**src/verilog/rwpf_pkg.sv**
```systemverilog
// Shared codes, register map and reset values of the rewriter flow-point logic
package rwpf_pkg;
  // Flow points, ordered by position in the rewriter flow
  localparam logic [3:0] point_none = 4'h0;
  localparam logic [3:0] inner_intermediate_point = 4'h1;
  localparam logic [3:0] inner_software_endpoint_point = 4'h2;
  localparam logic [3:0] inner_service_oam_point = 4'h3;
  localparam logic [3:0] outer_service_oam_point = 4'h4;
  localparam logic [3:0] outer_software_endpoint_point = 4'h5;
  localparam logic [3:0] outer_intermediate_point = 4'h6;
  localparam logic [3:0] service_test_point = 4'h7;
  localparam logic [3:0] port_oam_point = 4'h8;
  localparam logic [3:0] register_reply_point = 4'h9;
  // Analyzer points carried by queue-looped frames
  localparam logic [3:0] analyzer_inner_oam_point = 4'ha;
  localparam logic [3:0] analyzer_outer_oam_point = 4'hb;
  localparam logic [3:0] analyzer_port_oam_point = 4'hc;
  // Flow actions
  localparam logic [2:0] action_none = 3'h0;
  localparam logic [2:0] inject_plain = 3'h1;
  localparam logic [2:0] inject_masquerade = 3'h2;
  localparam logic [2:0] inject_centralized = 3'h3;
  localparam logic [2:0] extract_plain = 3'h4;
  localparam logic [2:0] extract_up_endpoint = 3'h5;
  localparam logic [2:0] assembler_loop_action = 3'h6;
  localparam logic [2:0] queue_loop_action = 3'h7;
  // Forward selector codes
  localparam logic [1:0] fwd_none = 2'h0;
  localparam logic [1:0] fwd_copy = 2'h1;
  localparam logic [1:0] fwd_redirect = 2'h2;
  localparam logic [1:0] fwd_discard = 2'h3;
  // Who raises a request at a point
  localparam logic [1:0] src_lookup = 2'h0;
  localparam logic [1:0] src_mip = 2'h1;
  localparam logic [1:0] src_oam = 2'h2;
  localparam logic [1:0] src_reply = 2'h3;
  // Register map and fields
  localparam logic [7:0] reg_ctrl = 8'h00;
  localparam logic [7:0] reg_status = 8'h04;
  localparam logic [7:0] reg_stat_cnt = 8'h08;
  localparam logic [7:0] reg_drop_cnt = 8'h0c;
  localparam int ctrl_inj_lsb = 0;
  localparam int ctrl_xtr_lsb = 4;
  localparam int ctrl_swap_bit = 8;
  localparam int status_busy_bit = 0;
  localparam int status_illegal_bit = 1;
  localparam logic [3:0] inj_stat_rst = 4'h8;
  localparam logic [3:0] xtr_stat_rst = 4'h5;
  localparam logic swap_rst = 1'b1;
endpackage

```
**src/verilog/rwpf_core.sv**
```systemverilog
// Rewriter flow-point tracking, forwarding changes and statistics gating
`timescale 1ns/1ns
// Contract
// - Flow points are ordered codes 0 (none) through 9 (register reply).
// - Software endpoint points by lookup; OAM points by OAM processor; reply by reply.
// - Each frame carries exactly one action: three inject, two extract, two loop, none.
// - Analyzer injections are cleared on entry: point and action become none.
// - Plain extract by lookup or MIP; up-endpoint extract only by OAM processor.
// - Queue loop counts as injection, assembler loop as extraction.
// - Queue-looped analyzer points translate to matching rewriter points.
// - CPU-injected frames keep their header point and action.
// - All forwarding changes and counting follow the frame's point and action.
// - With action none any later stage may overwrite point and action.
// - Injected at N: no changes or counting at points before N.
// - Extracted at N: no changes or counting at points after N.
// - Every frame walks all points; gating is purely logical.
// - A redirect or discard also updates the frame's point and action; copy does not.
// - Copy sends a CPU copy via loopback and forwards the original.
// - Redirect goes only to loopback, destination kept, MACs optionally swapped.
// - Redirect may deliver to a CPU queue, always through loopback.
// - Discard never transmits; no action leaves forwarding untouched.
// - Forward selector: 0 none, 1 copy, 2 redirect, 3 discard.
// - Redirect or discard is final; copy may escalate, CPU copy still delivered.
module rwpf_core #(
  parameter int CNT_W = 16
) (
  input wire logic clk_sys,
  input wire logic srst,
  input wire logic in_vld,
  input wire logic [3:0] in_pt,
  input wire logic [2:0] in_act,
  input wire logic in_from_cpu,
  input wire logic req_vld,
  input wire logic [1:0] req_src,
  input wire logic [1:0] req_sel,
  input wire logic req_loop,
  input wire logic [7:0] reg_addr,
  input wire logic [31:0] reg_wdata,
  input wire logic reg_wr,
  input wire logic reg_rd,
  output logic in_rdy_q,
  output logic walk_vld_q,
  output logic [3:0] walk_pt_q,
  output logic stat_inc_q,
  output logic out_vld_q,
  output logic out_tx_q,
  output logic out_lbk_q,
  output logic out_cpu_q,
  output logic out_swap_q,
  output logic [3:0] out_pt_q,
  output logic [2:0] out_act_q,
  output logic [31:0] reg_rdata_q
);
  typedef enum logic [0:0] {rwpf_idle, rwpf_walk} rwpf_state_t;

  rwpf_state_t state_q;
  logic [3:0] flow_pt_q;
  logic [2:0] flow_act_q;
  logic [1:0] fwd_q;
  logic cpu_q;
  logic lbk_q;
  logic [3:0] inj_stat_pt_q;
  logic [3:0] xtr_stat_pt_q;
  logic swap_ena_q;
  logic illegal_q;
  logic [CNT_W-1:0] stat_cnt_q;
  logic [CNT_W-1:0] drop_cnt_q;
  logic take;
  logic last_pt;
  logic [3:0] entry_pt;
  logic [2:0] entry_act;
  logic inj_type;
  logic xtr_type;
  logic allowed;
  logic src_ok;
  logic req_legal;
  logic req_change;
  logic sel_final;
  logic [2:0] new_act;
  logic [3:0] stat_pt;
  logic stat_hit;
  logic drop_done;
  logic [31:0] rd_mux_d;
  logic wr_ctrl;
  logic wr_status;
  logic illegal_set;

  // Entry normalisation of the carried point and action
  rwpf_entry u_entry (
    .in_pt(in_pt),
    .in_act(in_act),
    .from_cpu(in_from_cpu),
    .pt_o(entry_pt),
    .act_o(entry_act)
  );

  // Existence of the frame at the point now visited
  rwpf_gate u_gate (
    .flow_pt(flow_pt_q),
    .flow_act(flow_act_q),
    .at_pt(walk_pt_q),
    .inj_type(inj_type),
    .xtr_type(xtr_type),
    .allowed(allowed)
  );

  // Frame hand-off and walk bookkeeping
  assign take = in_vld && in_rdy_q;
  assign last_pt = (walk_pt_q == rwpf_pkg::register_reply_point);

  // Which party may act at which point
  assign src_ok =
    ((walk_pt_q == rwpf_pkg::inner_software_endpoint_point) ||
     (walk_pt_q == rwpf_pkg::outer_software_endpoint_point) ||
     (walk_pt_q == rwpf_pkg::service_test_point)) ? (req_src == rwpf_pkg::src_lookup) :
    ((walk_pt_q == rwpf_pkg::inner_service_oam_point) ||
     (walk_pt_q == rwpf_pkg::outer_service_oam_point) ||
     (walk_pt_q == rwpf_pkg::port_oam_point)) ? (req_src == rwpf_pkg::src_oam) :
    ((walk_pt_q == rwpf_pkg::inner_intermediate_point) ||
     (walk_pt_q == rwpf_pkg::outer_intermediate_point)) ? (req_src == rwpf_pkg::src_mip) :
    (walk_pt_q == rwpf_pkg::register_reply_point) ? (req_src == rwpf_pkg::src_reply) :
    1'b0;
  // Only the lookup loops frames back; replies carry no forwarding change
  assign req_legal = src_ok && !(req_loop && (req_src != rwpf_pkg::src_lookup)) &&
                     (req_src != rwpf_pkg::src_reply);
  // A settled redirect or discard is never reopened
  assign sel_final = (fwd_q == rwpf_pkg::fwd_redirect) || (fwd_q == rwpf_pkg::fwd_discard);
  assign req_change = walk_vld_q && req_vld && req_legal && allowed && !sel_final &&
                      (req_sel != rwpf_pkg::fwd_none);
  // Action stamped by a redirect or discard
  assign new_act = req_loop ? rwpf_pkg::assembler_loop_action :
                   (req_src == rwpf_pkg::src_oam) ? rwpf_pkg::extract_up_endpoint :
                   rwpf_pkg::extract_plain;

  // Statistics point depends on frame class
  assign stat_pt = xtr_type ? xtr_stat_pt_q : inj_stat_pt_q;
  assign stat_hit = walk_vld_q && allowed && (walk_pt_q == stat_pt);
  assign drop_done = walk_vld_q && last_pt && (fwd_q == rwpf_pkg::fwd_discard);
  assign illegal_set = walk_vld_q && req_vld && !req_legal;

  // Register decode
  assign wr_ctrl = reg_wr && (reg_addr == rwpf_pkg::reg_ctrl);
  assign wr_status = reg_wr && (reg_addr == rwpf_pkg::reg_status);
  assign rd_mux_d =
    (reg_addr == rwpf_pkg::reg_ctrl) ? {23'h000000, swap_ena_q, xtr_stat_pt_q, inj_stat_pt_q} :
    (reg_addr == rwpf_pkg::reg_status) ? {30'h00000000, illegal_q, walk_vld_q} :
    (reg_addr == rwpf_pkg::reg_stat_cnt) ? 32'(stat_cnt_q) :
    (reg_addr == rwpf_pkg::reg_drop_cnt) ? 32'(drop_cnt_q) :
    32'h00000000;

  // Walk sequencer: one point per cycle, every frame visits all nine
  always_ff @(posedge clk_sys) begin
    if (srst) begin
      state_q <= rwpf_idle;
      in_rdy_q <= 1'b1;
      walk_vld_q <= 1'b0;
      walk_pt_q <= rwpf_pkg::point_none;
    end else begin
      case (state_q)
        rwpf_idle: begin
          if (take) begin
            state_q <= rwpf_walk;
            in_rdy_q <= 1'b0;
            walk_vld_q <= 1'b1;
            walk_pt_q <= rwpf_pkg::inner_intermediate_point;
          end
        end
        rwpf_walk: begin
          if (last_pt) begin
            state_q <= rwpf_idle;
            in_rdy_q <= 1'b1;
            walk_vld_q <= 1'b0;
            walk_pt_q <= rwpf_pkg::point_none;
          end else begin
            walk_pt_q <= walk_pt_q + 4'h1;
          end
        end
        default: begin
          state_q <= rwpf_idle;
          in_rdy_q <= 1'b1;
          walk_vld_q <= 1'b0;
        end
      endcase
    end
  end

  // Per-frame point, action and forwarding state
  always_ff @(posedge clk_sys) begin
    if (srst) begin
      flow_pt_q <= rwpf_pkg::point_none;
      flow_act_q <= rwpf_pkg::action_none;
      fwd_q <= rwpf_pkg::fwd_none;
      cpu_q <= 1'b0;
      lbk_q <= 1'b0;
    end else if (take) begin
      flow_pt_q <= entry_pt;
      flow_act_q <= entry_act;
      fwd_q <= rwpf_pkg::fwd_none;
      cpu_q <= 1'b0;
      lbk_q <= 1'b0;
    end else if (req_change) begin
      fwd_q <= req_sel;
      if (req_sel == rwpf_pkg::fwd_copy) begin
        cpu_q <= 1'b1;
      end else begin
        flow_pt_q <= walk_pt_q;
        flow_act_q <= new_act;
        if (req_sel == rwpf_pkg::fwd_redirect && req_loop) begin
          lbk_q <= 1'b1;
        end else if (req_sel == rwpf_pkg::fwd_redirect) begin
          cpu_q <= 1'b1;
        end
      end
    end
  end

  // Frame result, issued as the last point is left
  always_ff @(posedge clk_sys) begin
    if (srst) begin
      out_vld_q <= 1'b0;
      out_tx_q <= 1'b0;
      out_lbk_q <= 1'b0;
      out_cpu_q <= 1'b0;
      out_swap_q <= 1'b0;
      out_pt_q <= rwpf_pkg::point_none;
      out_act_q <= rwpf_pkg::action_none;
    end else begin
      out_vld_q <= walk_vld_q && last_pt;
      if (walk_vld_q && last_pt) begin
        // Point 9 never changes forwarding, so fwd_q is final here
        out_tx_q <= (fwd_q == rwpf_pkg::fwd_none) || (fwd_q == rwpf_pkg::fwd_copy);
        out_lbk_q <= lbk_q || cpu_q;
        out_cpu_q <= cpu_q;
        out_swap_q <= lbk_q && swap_ena_q;
        out_pt_q <= flow_pt_q;
        out_act_q <= flow_act_q;
      end
    end
  end

  // Statistics strobe and counters
  always_ff @(posedge clk_sys) begin
    if (srst) begin
      stat_inc_q <= 1'b0;
      stat_cnt_q <= '0;
      drop_cnt_q <= '0;
    end else begin
      stat_inc_q <= stat_hit;
      if (stat_hit) begin
        stat_cnt_q <= stat_cnt_q + CNT_W'(1);
      end
      if (drop_done) begin
        drop_cnt_q <= drop_cnt_q + CNT_W'(1);
      end
    end
  end

  // Control register and sticky status; a new event beats the clear
  always_ff @(posedge clk_sys) begin
    if (srst) begin
      inj_stat_pt_q <= rwpf_pkg::inj_stat_rst;
      xtr_stat_pt_q <= rwpf_pkg::xtr_stat_rst;
      swap_ena_q <= rwpf_pkg::swap_rst;
      illegal_q <= 1'b0;
    end else begin
      if (wr_ctrl) begin
        inj_stat_pt_q <= reg_wdata[rwpf_pkg::ctrl_inj_lsb +: 4];
        xtr_stat_pt_q <= reg_wdata[rwpf_pkg::ctrl_xtr_lsb +: 4];
        swap_ena_q <= reg_wdata[rwpf_pkg::ctrl_swap_bit];
      end
      if (illegal_set) begin
        illegal_q <= 1'b1;
      end else if (wr_status && reg_wdata[rwpf_pkg::status_illegal_bit]) begin
        illegal_q <= 1'b0;
      end
    end
  end

  // Read data register, valid only the cycle after the strobe
  always_ff @(posedge clk_sys) begin
    if (srst) begin
      reg_rdata_q <= 32'h00000000;
    end else begin
      reg_rdata_q <= reg_rd ? rd_mux_d : 32'h00000000;
    end
  end
endmodule // rwpf_core

```
**src/verilog/rwpf_gate.sv**
```systemverilog
// Decides whether a frame logically exists at a given flow point
`timescale 1ns/1ns
module rwpf_gate (
  input wire logic [3:0] flow_pt,
  input wire logic [2:0] flow_act,
  input wire logic [3:0] at_pt,
  output logic inj_type,
  output logic xtr_type,
  output logic allowed
);
  // Queue loop behaves as injection, assembler loop as extraction
  assign inj_type = (flow_act == rwpf_pkg::inject_plain) ||
                    (flow_act == rwpf_pkg::inject_masquerade) ||
                    (flow_act == rwpf_pkg::inject_centralized) ||
                    (flow_act == rwpf_pkg::queue_loop_action);
  assign xtr_type = (flow_act == rwpf_pkg::extract_plain) ||
                    (flow_act == rwpf_pkg::extract_up_endpoint) ||
                    (flow_act == rwpf_pkg::assembler_loop_action);
  // Blocked before an injection point, after an extraction point
  assign allowed = inj_type ? (at_pt >= flow_pt) :
                   xtr_type ? (at_pt <= flow_pt) :
                   1'b1;
endmodule // rwpf_gate

```
**src/verilog/rwpf_entry.sv**
```systemverilog
// Normalises the flow point and action a frame carries into the rewriter
`timescale 1ns/1ns
module rwpf_entry (
  input wire logic [3:0] in_pt,
  input wire logic [2:0] in_act,
  input wire logic from_cpu,
  output logic [3:0] pt_o,
  output logic [2:0] act_o
);
  logic analyzer_inject;
  logic [3:0] loop_pt;
  // Analyzer injections are dropped; CPU header values are kept
  assign analyzer_inject = !from_cpu && ((in_act == rwpf_pkg::inject_plain) ||
                           (in_act == rwpf_pkg::inject_masquerade) ||
                           (in_act == rwpf_pkg::inject_centralized));
  // Analyzer points map to where the frame reappears in the rewriter
  assign loop_pt = (in_pt == rwpf_pkg::analyzer_port_oam_point) ? rwpf_pkg::port_oam_point :
                   (in_pt == rwpf_pkg::analyzer_outer_oam_point) ? rwpf_pkg::outer_service_oam_point :
                   (in_pt == rwpf_pkg::analyzer_inner_oam_point) ? rwpf_pkg::inner_service_oam_point :
                   in_pt;
  assign act_o = analyzer_inject ? rwpf_pkg::action_none : in_act;
  assign pt_o = analyzer_inject ? rwpf_pkg::point_none :
                (in_act == rwpf_pkg::queue_loop_action) ? loop_pt : in_pt;
endmodule // rwpf_entry

```
**config.mk**
```make
export PLATFORM = sky130hd
export DESIGN_NAME = rwpf_core
export DESIGN_NICKNAME = d
export VERILOG_FILES = /design/src/verilog/rwpf_pkg.sv /design/src/verilog/rwpf_core.sv /design/src/verilog/rwpf_gate.sv /design/src/verilog/rwpf_entry.sv
export SDC_FILE = /design/constraint.sdc
export NUM_CORES = 1
export LEC_CHECK = 0
export ABC_AREA = 1
export BUFFER_PORTS_ARGS = -buffer_cell sky130_fd_sc_hd__buf_2
export CAP_MARGIN = 40
export CORE_ASPECT_RATIO = 1.4
export CORE_MARGIN = 10
export CORE_UTILIZATION = 49
export DETAILED_ROUTE_END_ITERATION = 8
export PLACE_DENSITY = 0.78
export SYNTH_ARGS = -nofsm -noshare
export SYNTH_HDL_FRONTEND = slang
export SYNTH_SLANG_ARGS = --single-unit
```
**constraint.sdc**
```tcl
create_clock -name clk_sys -period 1.7 [get_ports clk_sys]
set_input_delay 0.255 -clock clk_sys [delete_from_list [all_inputs] [get_ports clk_sys]]
set_output_delay 0.255 -clock clk_sys [all_outputs]
set_load 0.01 [all_outputs]
```
==> results of run 1 <==
[worst paths after layout]
path | start | to | depth (start not counted)
max | walk_pt_q[3] | stat_cnt_q[1] | 12
max reg2reg | walk_pt_q[3] | stat_cnt_q[1] | 12
min reg2reg | out_swap_q | out_swap_q | 2
min | reg_wdata[6] | xtr_stat_pt_q[2] | 3
[metrics by stage]
step / cell area, µm² / hold WS, ns / setup TNS, ns
CTS: 5950 / 0.123 / -0.937
floorplan: 4800 / 0.385 / -0.618
global route: 6190 / 0.139 / -5.58
detailed placement: 5420 / 0.468 / -1.67
global placement: 5420 / 0.456 / -0.806
finish: 6190 / 0.123 / -2.66
[timing repair]
item | in CTS | in global routing
pin swaps | 15 | 15
gates cloned | 2 | 2
setup buffers | 6 | 2
endpoints found under the setup margin | 35 | 42
resized for setup | 37 | 57
[cell families (layout without fill, tap and decap cells)]
family	after synthesis	after routing
simple gates	291	293
compound gates	131	131
buf+inv	129	239
flops	89	89
xor+xnor	20	20
fa+ha+maj	9	9
other cells	1	16
[flip-flops by register name (all words and copies together) (netlist names), 2 cells and up]
| name | cells |
|---|---|
| out_act_q | 3 |
| out_pt_q | 4 |
| fwd_q | 2 |
| flow_pt_q | 4 |
| inj_stat_pt_q | 4 |
| flow_act_q | 3 |
| reg_rdata_q | 16 |
| walk_pt_q | 4 |
| drop_cnt_q | 16 |
| stat_cnt_q | 16 |
| xtr_stat_pt_q | 4 |
[report_power, final]
part           switching (mW)  internal, mW
sequential             0.0271          2.11
clock                   0.846          1.41
combinational           0.388         0.255
total                    1.26          3.78
[layout by cell type (no fill, tap or decap), drive strengths merged, types with 2 or more instances in the layout]
cell type and count:
buf 128, conb 16, bufinv 2, nor3 20, nand2 132, o21ai 43
a21oi 63, nand3 55, nor2 72, dfxtp 89, or2 2, o22ai 14
xor2 19, ha 9, nand4 7, nor4 3, clkinv 3, clkbuf 12
inv 93, o211ai 7
[cell type report]
cell class | count | area (µm²)
fill | 787 | 3220
multi-input combinational | 469 | 2690
sequential | 89 | 1800
timing repair buffer | 128 | 857
inverter | 95 | 372
clock buffer | 12 | 268
tap | 110 | 138
clock inverter | 4 | 72.6
[layer usage]
layer / vias up / share of wire / routed length (µm) / GRT usage
met2: 228 / 0.52 / 7610 / 0.367
met4: 0 / 0.035 / 501 / 0.104
met5: - / 0 / 0 / 0
met3: 42 / 0.066 / 962 / 0.0439
li1: 2405 / - / - / -
met1: 2253 / 0.37 / 5430 / 0.201
[critical path: stages, from the launching register on]
cell,delay [ns]
dfxtp_4,0.37
ha_4,0.28
nand2_2,0.05
inv_2,0.06
nand3_2,0.08
nand4_1,0.10
nand2_2,0.10
nor3_4,0.13
buf_6,0.15
buf_6,0.13
nand2_8,0.08
o21ai_4,0.14
nor2_2,0.05
==> results.py, run 1 <==
metrics = {
    "worst_setup_path": {
        "worst_ep_required_time_ns": 1.95,
        "arrival_ns": 2.09,
        "cp-start-kind": "flop",
        "ff2ff_setup_slack_ns": -0.14,
        "crit_fanout": 5,
        "cp-end-kind": "flop",
        "crit_type": "reg -> reg",
    },
    "synthesis": {
        "syn_area_um2": 4670,
        "synthMuxAreaShare": 0,
        "synth_most_common_cell": "nand2_1",
        "ys.flop_type": "dfxtp_1",
        "yosys.area_share.simple": 0.281,
        "synth.area.top_cells": "dfxtp_1 38%, nand2_1 10%, inv_1 7.2%",
        "yosysTopAreaCellShare": 0.382,
        "ys_top_cells_by_count": "126 x nand2_1, 90 x inv_1, 89 x dfxtp_1",
        "synth_cell_types": 38,
        "async_flop_share": 0,
        "synthAdderAreaFrac": 0.0241,
        "synth_compound_area_frac": 0.151,
        "synth_top_family_by_area": "simple AND/OR/NAND/NOR gates",
        "synthCells": 670,
        "synth_top_area_cell": "dfxtp_1",
        "synth_area_per_cell_um2": 6.97,
        "synth-edff-count": 0,
        "ys_ff_latch": 89,
        "ys_warn_count": 0,
        "yosysSeqAreaShare": 0.382,
        "synth-xor-area-share": 0.0375,
    },
    "routing": {
        "antenna_left": 0,
        "drt_iter0_markers": 378,
        "wl_per_cell_um": 16.0,
        "wl_um": 14500,
        "vias_per_cell": 5.43,
        "drc_errors": 0,
        "firstDrtPassIters": 5,
        "vias": 4928,
    },
    "floorplan": {
        "dieArea_um2": 13900,
        "row_count": 42,
        "die_y_um": 136,
        "boundaryPins": 110,
        "die_x_um": 103,
        "start_util": 0.496,
        "core_region_area_um2": 9410,
    },
    "final_layout": {
        "syn2layout_area_growth_pct": 32.6,
        "final_nets": 860,
        "utilization": 0.658,
        "layoutNonFillerInstCount": 907,
        "drive_gt1_frac": 0.290,
        "antenna_cells": 0,
    },
    "clocking": {
        "clock_path_buffers": 2,
        "h-tree-depth": 3,
        "clock_latency_ns": 0.35,
        "clock_sinks": 89,
        "ctsHoldBuffers": 0,
        "path_clk_slew_ns": 0.06,
        "cts_tree": "yes",
        "cts-root-buf": "clkbuf_16",
        "numCtsBuffers": 9,
    },
    "sta": {
        "finalWorstSetupSlack_ns": -0.143,
        "clock_skew_ns": 0.00528,
        "hold_violations": 0,
        "rsz0062_at_grt": "yes",
        "clock.fmax_mhz": 543,
        "finalCritPeriodShare": 1.08,
        "slew_viol_final": 0,
        "finalCriticalPeriod_ns": 1.84,
        "finalSetupViolations": 28,
    },
    "grt": {
        "overflow": 0,
        "grt_pass1_vias": 4875,
        "antenna_found_initial": 0,
        "grt_start_max_net_pins": 35,
        "grt_usage": 0.199,
        "grt_pass1_wl_um": 22000,
    },
    "power": {
        "p_total_mw": 5.04,
        "peakVddDrop_mv": 0.616,
        "power_leakage_nw": 2.66,
        "p_per_area_nw_per_um2": 815,
    },
    "placement": {
        "pre_cts_slack_ns": -0.108,
        "placed_cells": 879,
        "port_buffers": 70,
        "dp_hpwl_um": 10100,
        "gp_congestion": 0.904,
    },
    "outcome": {
        "violations": "negative setup slack",
        "status": "finished with violations",
    },
    "flow_run": {
        "cap_viol_max_count": 0,
    },
    "worst_hold_path": {
        "hold_class": "in -> reg",
    },
}
(Power assumes the default switching activity.)
==> run 2: changes to the inputs <==
--- a/config.mk
+++ b/config.mk
@@ -10,9 +10,10 @@
 export CAP_MARGIN = 40
 export CORE_ASPECT_RATIO = 1.4
 export CORE_MARGIN = 10
-export CORE_UTILIZATION = 49
+export CORE_UTILIZATION = 50
+export CTS_BUF_LIST = sky130_fd_sc_hd__clkbuf_8
 export DETAILED_ROUTE_END_ITERATION = 8
-export PLACE_DENSITY = 0.78
+export PLACE_DENSITY = 0.79
 export SYNTH_ARGS = -nofsm -noshare
 export SYNTH_HDL_FRONTEND = slang
 export SYNTH_SLANG_ARGS = --single-unit
==> results.py, run 2 (synthesis gave the netlist of run 1 again) <==
metrics = {
    "sta": {
        "rsz0062_at_grt": "yes",
        "finalCritPeriodShare": 1.12,
        "slew_viol_final": 0,
        "clock_skew_ns": 0.0143,
        "hold_violations": 0,
        "finalWorstSetupSlack_ns": -0.205,
        "finalCriticalPeriod_ns": 1.90,
        "clock.fmax_mhz": 525,
        "finalSetupViolations": 31,
    },
    "floorplan": {
        "boundaryPins": 110,
        "die_x_um": 102,
        "row_count": 41,
        "dieArea_um2": 13700,
        "core_region_area_um2": 9080,
        "start_util": 0.514,
        "die_y_um": 134,
    },
    "final_layout": {
        "syn2layout_area_growth_pct": 30.4,
        "ff_latch_area_um2": 1800,
        "largestRegisters": "drop_cnt_q (16), reg_rdata_q (16), stat_cnt_q (16)",
        "utilization": 0.671,
        "fill_cells": 731,
        "final_nets": 865,
        "layout_common_cells": "105 x nand2_1, 85 x inv_1, 83 x dfxtp_1",
        "stdcell_area_um2": 6090,
        "antenna_cells": 0,
        "multi_input_area_um2": 2650,
        "final_common_cell": "nand2_1",
        "drive_gt1_frac": 0.293,
    },
    "grt": {
        "grt_pass1_vias": 4776,
        "grt_usage": 0.199,
        "overflow": 0,
        "antenna_found_initial": 0,
        "grt_start_max_net_pins": 35,
        "grt_pass1_wl_um": 21700,
    },
    "worst_setup_path": {
        "cp-start-kind": "flop",
        "crit_type": "reg -> reg",
        "reg2reg_to": "stat_cnt_q[15]",
        "crit_fanout": 8,
        "rr_startpoint": "walk_pt_q[3]",
        "worst_ep_required_time_ns": 1.95,
        "arrival_ns": 2.15,
        "cp-end-kind": "flop",
        "cp-startpoint": "walk_pt_q[3]",
        "reg2regPathDepth": 11,
        "ff2ff_setup_slack_ns": -0.20,
    },
    "placement": {
        "port_buffers": 70,
        "place_area_um2": 5470,
        "pre_cts_slack_ns": -0.151,
        "dp_hpwl_um": 10100,
        "gp_congestion": 0.885,
    },
    "clocking": {
        "h-tree-depth": 3,
        "clock_sinks": 89,
        "path_clk_slew_ns": 0.08,
        "numCtsBuffers": 9,
        "clock_path_buffers": 2,
        "ctsHoldBuffers": 0,
        "cts-root-buf": "clkbuf_8",
        "cts_tree": "yes",
        "clock_latency_ns": 0.38,
    },
    "power": {
        "power_leakage_nw": 2.65,
        "p_seq_frac": 0.490,
        "p_total_mw": 4.36,
        "p_int_mw": 3.17,
        "clkPwrFrac": 0.366,
        "switching_power_mw": 1.19,
        "p_per_area_nw_per_um2": 716,
        "peakVddDrop_mv": 0.422,
        "power.share.switching": 0.272,
        "combPwrFrac": 0.143,
    },
    "routing": {
        "drt_iter0_markers": 268,
        "wl_per_cell_um": 15.9,
        "antenna_left": 0,
        "wl_um": 14500,
        "drc_errors": 0,
        "vias_per_cell": 5.52,
        "firstDrtPassIters": 5,
        "vias": 5017,
    },
    "worst_hold_path": {
        "hold_start": "reg_wdata[4]",
        "min_to": "xtr_stat_pt_q[0]",
        "hold_depth": 3,
        "hold_class": "in -> reg",
    },
    "outcome": {
        "status": "finished with violations",
        "violations": "negative setup slack",
    },
    "flow_run": {
        "cap_viol_max_count": 0,
    },
}
[run 2: worst max path at each step]
stage,to,slack [ns],depth (start not counted)
CTS,stat_cnt_q[11],-0.09,11
global placement,drop_cnt_q[6],-0.1,9
floorplan,stat_cnt_q[2],-0.07,15
detailed placement,stat_cnt_q[6],-0.15,11
global route,stat_cnt_q[11],-0.27,12
finish,stat_cnt_q[15],-0.20,11
[run 2: worst max-delay path: stages, from the launching register on]
cell and delay (ns):
dfxtp_4 0.38, ha_4 0.29, nand2_4 0.05, inv_4 0.08, nand3_4 0.10, nand4_1 0.11
nand2_2 0.09, nor3_4 0.21, nand2_4 0.14, buf_12 0.18, nand2_1 0.07, a21oi_2 0.06
[run 2: final cells by class]
cell class / instances / area share
well taps: 107 / 0.0220
clock buffers: 9 / 0.0203
multi-input cells: 467 / 0.435
clock inverters: 7 / 0.0142
repair buffers: 135 / 0.152
flip-flops and latches: 89 / 0.295
inverters: 95 / 0.0610
[run 2: stage by stage]
| stage | setup TNS [ns] | instances | hold WS (ns) |
|---|---|---|---|
| after CTS | -0.950 | 902 | 0.0914 |
| after detailed placement | -2.34 | 880 | 0.465 |
| after global placement | -1.04 | 880 | 0.455 |
| after floorplan | -0.618 | 685 | 0.385 |
| after global routing | -6.45 | 909 | 0.112 |
| final | -3.82 | 909 | 0.0920 |
[run 2: what timing repair did]
action	in CTS	in global routing
gates cloned	2	0
endpoints found under the hold margin	0	0
gates resized for setup	35	57
buffers inserted	4	9
pin swaps	24	12
setup endpoints to repair	30	46
[run 2: power by group through the flow]
stage | clock (mW) | sequential (mW) | combinational (mW)
finish | 1.60 | 2.14 | 0.625
global route | 1.69 | 2.14 | 0.680
CTS | 1.60 | 2.14 | 0.542
detailed placement | 0 | 2.18 | 0.504
global placement | 0 | 2.18 | 0.489
floorplan | 0 | 2.19 | 0.346
[run 2: per-layer routing]
metal | GRT usage | part of all wire | vias up
met5 | 0 | 0 | -
met1 | 0.194 | 0.35 | 2316
li1 | - | - | 2409
met3 | 0.0509 | 0.076 | 67
met2 | 0.359 | 0.52 | 225
met4 | 0.132 | 0.056 | 0
==> run 3: changes to the inputs <==
--- a/config.mk
+++ b/config.mk
@@ -10,10 +10,11 @@
 export CAP_MARGIN = 40
 export CORE_ASPECT_RATIO = 1.4
 export CORE_MARGIN = 10
-export CORE_UTILIZATION = 50
+export CORE_UTILIZATION = 51
 export CTS_BUF_LIST = sky130_fd_sc_hd__clkbuf_8
 export DETAILED_ROUTE_END_ITERATION = 8
-export PLACE_DENSITY = 0.79
+export PLACE_DENSITY_LB_ADDON = 0.2
 export SYNTH_ARGS = -nofsm -noshare
 export SYNTH_HDL_FRONTEND = slang
+export SYNTH_HIERARCHICAL = 1
 export SYNTH_SLANG_ARGS = --single-unit
==> results.py, run 3 <==
metrics = {
    "clocking": {
        "cts-root-buf": "clkbuf_8",
        "numCtsBuffers": 9,
        "cts_tree": "yes",
        "path_clk_slew_ns": 0.08,
        "clock_latency_ns": 0.36,
        "clock_path_buffers": 2,
        "h-tree-depth": 3,
        "clock_sinks": 89,
    },
    "worst_setup_path": {
        "worst_ep_required_time_ns": 2.00,
        "crit_top_cell": "nand2_2",
        "arrival_ns": 2.18,
        "cp_slowest_cell": "dfxtp_2",
        "max_stage_delay_ns": 0.34,
        "crit_path_cell_trace": "inv_2, ha_4, nand2_2, inv_2, nand2_2, nand2_2, nand2_2, nand3_2, nor3b_2, nand2_2, buf_6, o21ai_2, nand2_1, nor2_1",
        "crit_type": "reg -> reg",
        "cp-end-kind": "flop",
        "crit_fanout": 7,
        "path_delay_family": "simple AND/OR/NAND/NOR gates",
        "cp-start-kind": "flop",
        "critPathBufInv": 3,
    },
    "routing": {
        "antenna_left": 0,
        "vias": 4619,
        "wl_um": 12800,
        "drt_iter0_markers": 181,
        "vias_per_cell": 5.17,
        "firstDrtPassIters": 4,
        "drc_errors": 0,
        "wl_per_cell_um": 14.3,
    },
    "synthesis": {
        "ys_warn_count": 6,
        "synth_area_per_cell_um2": 7.07,
        "syn_area_um2": 4700,
        "synthCells": 665,
    },
    "worst_hold_path": {
        "hold_class": "in -> reg",
    },
    "floorplan": {
        "dieArea_um2": 13500,
        "row_count": 41,
        "die_y_um": 134,
        "boundaryPins": 110,
        "die_x_um": 101,
        "start_util": 0.521,
        "core_region_area_um2": 9030,
    },
    "sta": {
        "finalCriticalPeriod_ns": 1.88,
        "rsz0062_at_grt": "yes",
        "clock_skew_ns": 0.00941,
        "clock.fmax_mhz": 532,
        "finalWorstSetupSlack_ns": -0.179,
        "slew_viol_final": 0,
        "finalCritPeriodShare": 1.11,
        "hold_violations": 0,
        "finalSetupViolations": 32,
    },
    "final_layout": {
        "layout_common_cells": "135 x nand2_1, 82 x dfxtp_1, 76 x inv_1",
        "largestRegisters": "drop_cnt_q (16), reg_rdata_q (16), stat_cnt_q (16)",
        "syn2layout_area_growth_pct": 26.0,
        "final_common_cell": "nand2_1",
        "antenna_cells": 0,
        "final_nets": 849,
        "drive_gt1_frac": 0.296,
    },
    "grt": {
        "grt_usage": 0.185,
        "overflow": 0,
        "grt_start_max_net_pins": 37,
        "grt_pass1_wl_um": 20600,
        "grt_pass1_vias": 4621,
        "antenna_found_initial": 0,
    },
    "placement": {
        "port_buffers": 70,
        "dp_hpwl_um": 9870,
        "pre_cts_slack_ns": -0.260,
        "gp_congestion": 0.896,
    },
    "power": {
        "peakVddDrop_mv": 0.474,
        "p_per_area_nw_per_um2": 670,
        "p_total_mw": 3.97,
        "power_leakage_nw": 2.66,
    },
    "flow_run": {
        "cap_viol_max_count": 0,
    },
    "outcome": {
        "status": "finished with violations",
        "violations": "negative setup slack",
    },
}
==> run 3: layout make-up <==
cell class / instances / area (µm²)
Multi-Input combinational cell: 469 / 2680
Clock inverter: 5 / 22.5
Clock buffer: 11 / 151
Inverter: 89 / 349
Sequential cell: 89 / 1790
Tap cell: 107 / 134
Fill cell: 829 / 3110
Timing Repair Buffer: 122 / 792
Timing Repair inverter: 1 / 7.51
==> run 3: what timing repair did <==
item,4_1_cts,5_1_grt
buffers inserted,0,9
pin swaps,10,23
gates cloned,0,2
endpoints found under the hold margin,0,0
hold buffers,0,0
gates resized for setup,30,56
endpoints found under the setup margin,29,38
==> run 3: power by group <==
group | switching, mW | internal [mW]
clock | 0.710 | 0.594
combinational | 0.325 | 0.210
sequential | 0.0177 | 2.11
total | 1.05 | 2.91
==> run 3: worst reg2reg max path: stages (launching register included) <==
cell and delay (ns):
dfxtp_2 0.34, inv_2 0.05, ha_4 0.27, nand2_2 0.05, inv_2 0.06, nand2_2 0.07
nand2_2 0.06, nand2_2 0.05, nand3_2 0.07, nor3b_2 0.18, nand2_2 0.15, buf_6 0.18
o21ai_2 0.13, nand2_1 0.07, nor2_1 0.10
==> run 3: final timing paths <==
path,from,endpoint,slack [ns],cells past startpoint
worst max-delay path,flow_pt_q[3],stat_cnt_q[3],-0.18,14
worst min-delay path,reg_wdata[4],xtr_stat_pt_q[0],0.12,3
worst max register to register,flow_pt_q[3],stat_cnt_q[3],-0.18,14
worst min register to register,out_lbk_q,out_lbk_q,0.47,2
==> run 3: layer usage <==
metal,vias to the layer above,share of wire,global-route usage,routed length [µm]
met4,0,0.033,0.0994,423
li1,2353,-,-,-
met1,2146,0.37,0.178,4700
met2,90,0.57,0.353,7240
met5,-,0,0,0
met3,30,0.034,0.0326,432
==> run 3: through the flow <==
stage / instance area [µm²] / std cells / TNS (ns) / hold slack, ns / util
final: 5920 / 893 / -2.47 / 0.119 / 0.656
after global routing: 5920 / 893 / -7.00 / 0.126 / 0.656
after CTS: 5620 / 882 / -1.75 / 0.103 / 0.623
after detailed placement: 5380 / 866 / -5.52 / 0.457 / 0.596
after global placement: 5380 / 866 / -3.52 / 0.452 / 0.596
after floorplan: 4780 / 680 / -0.0909 / 0.381 / -
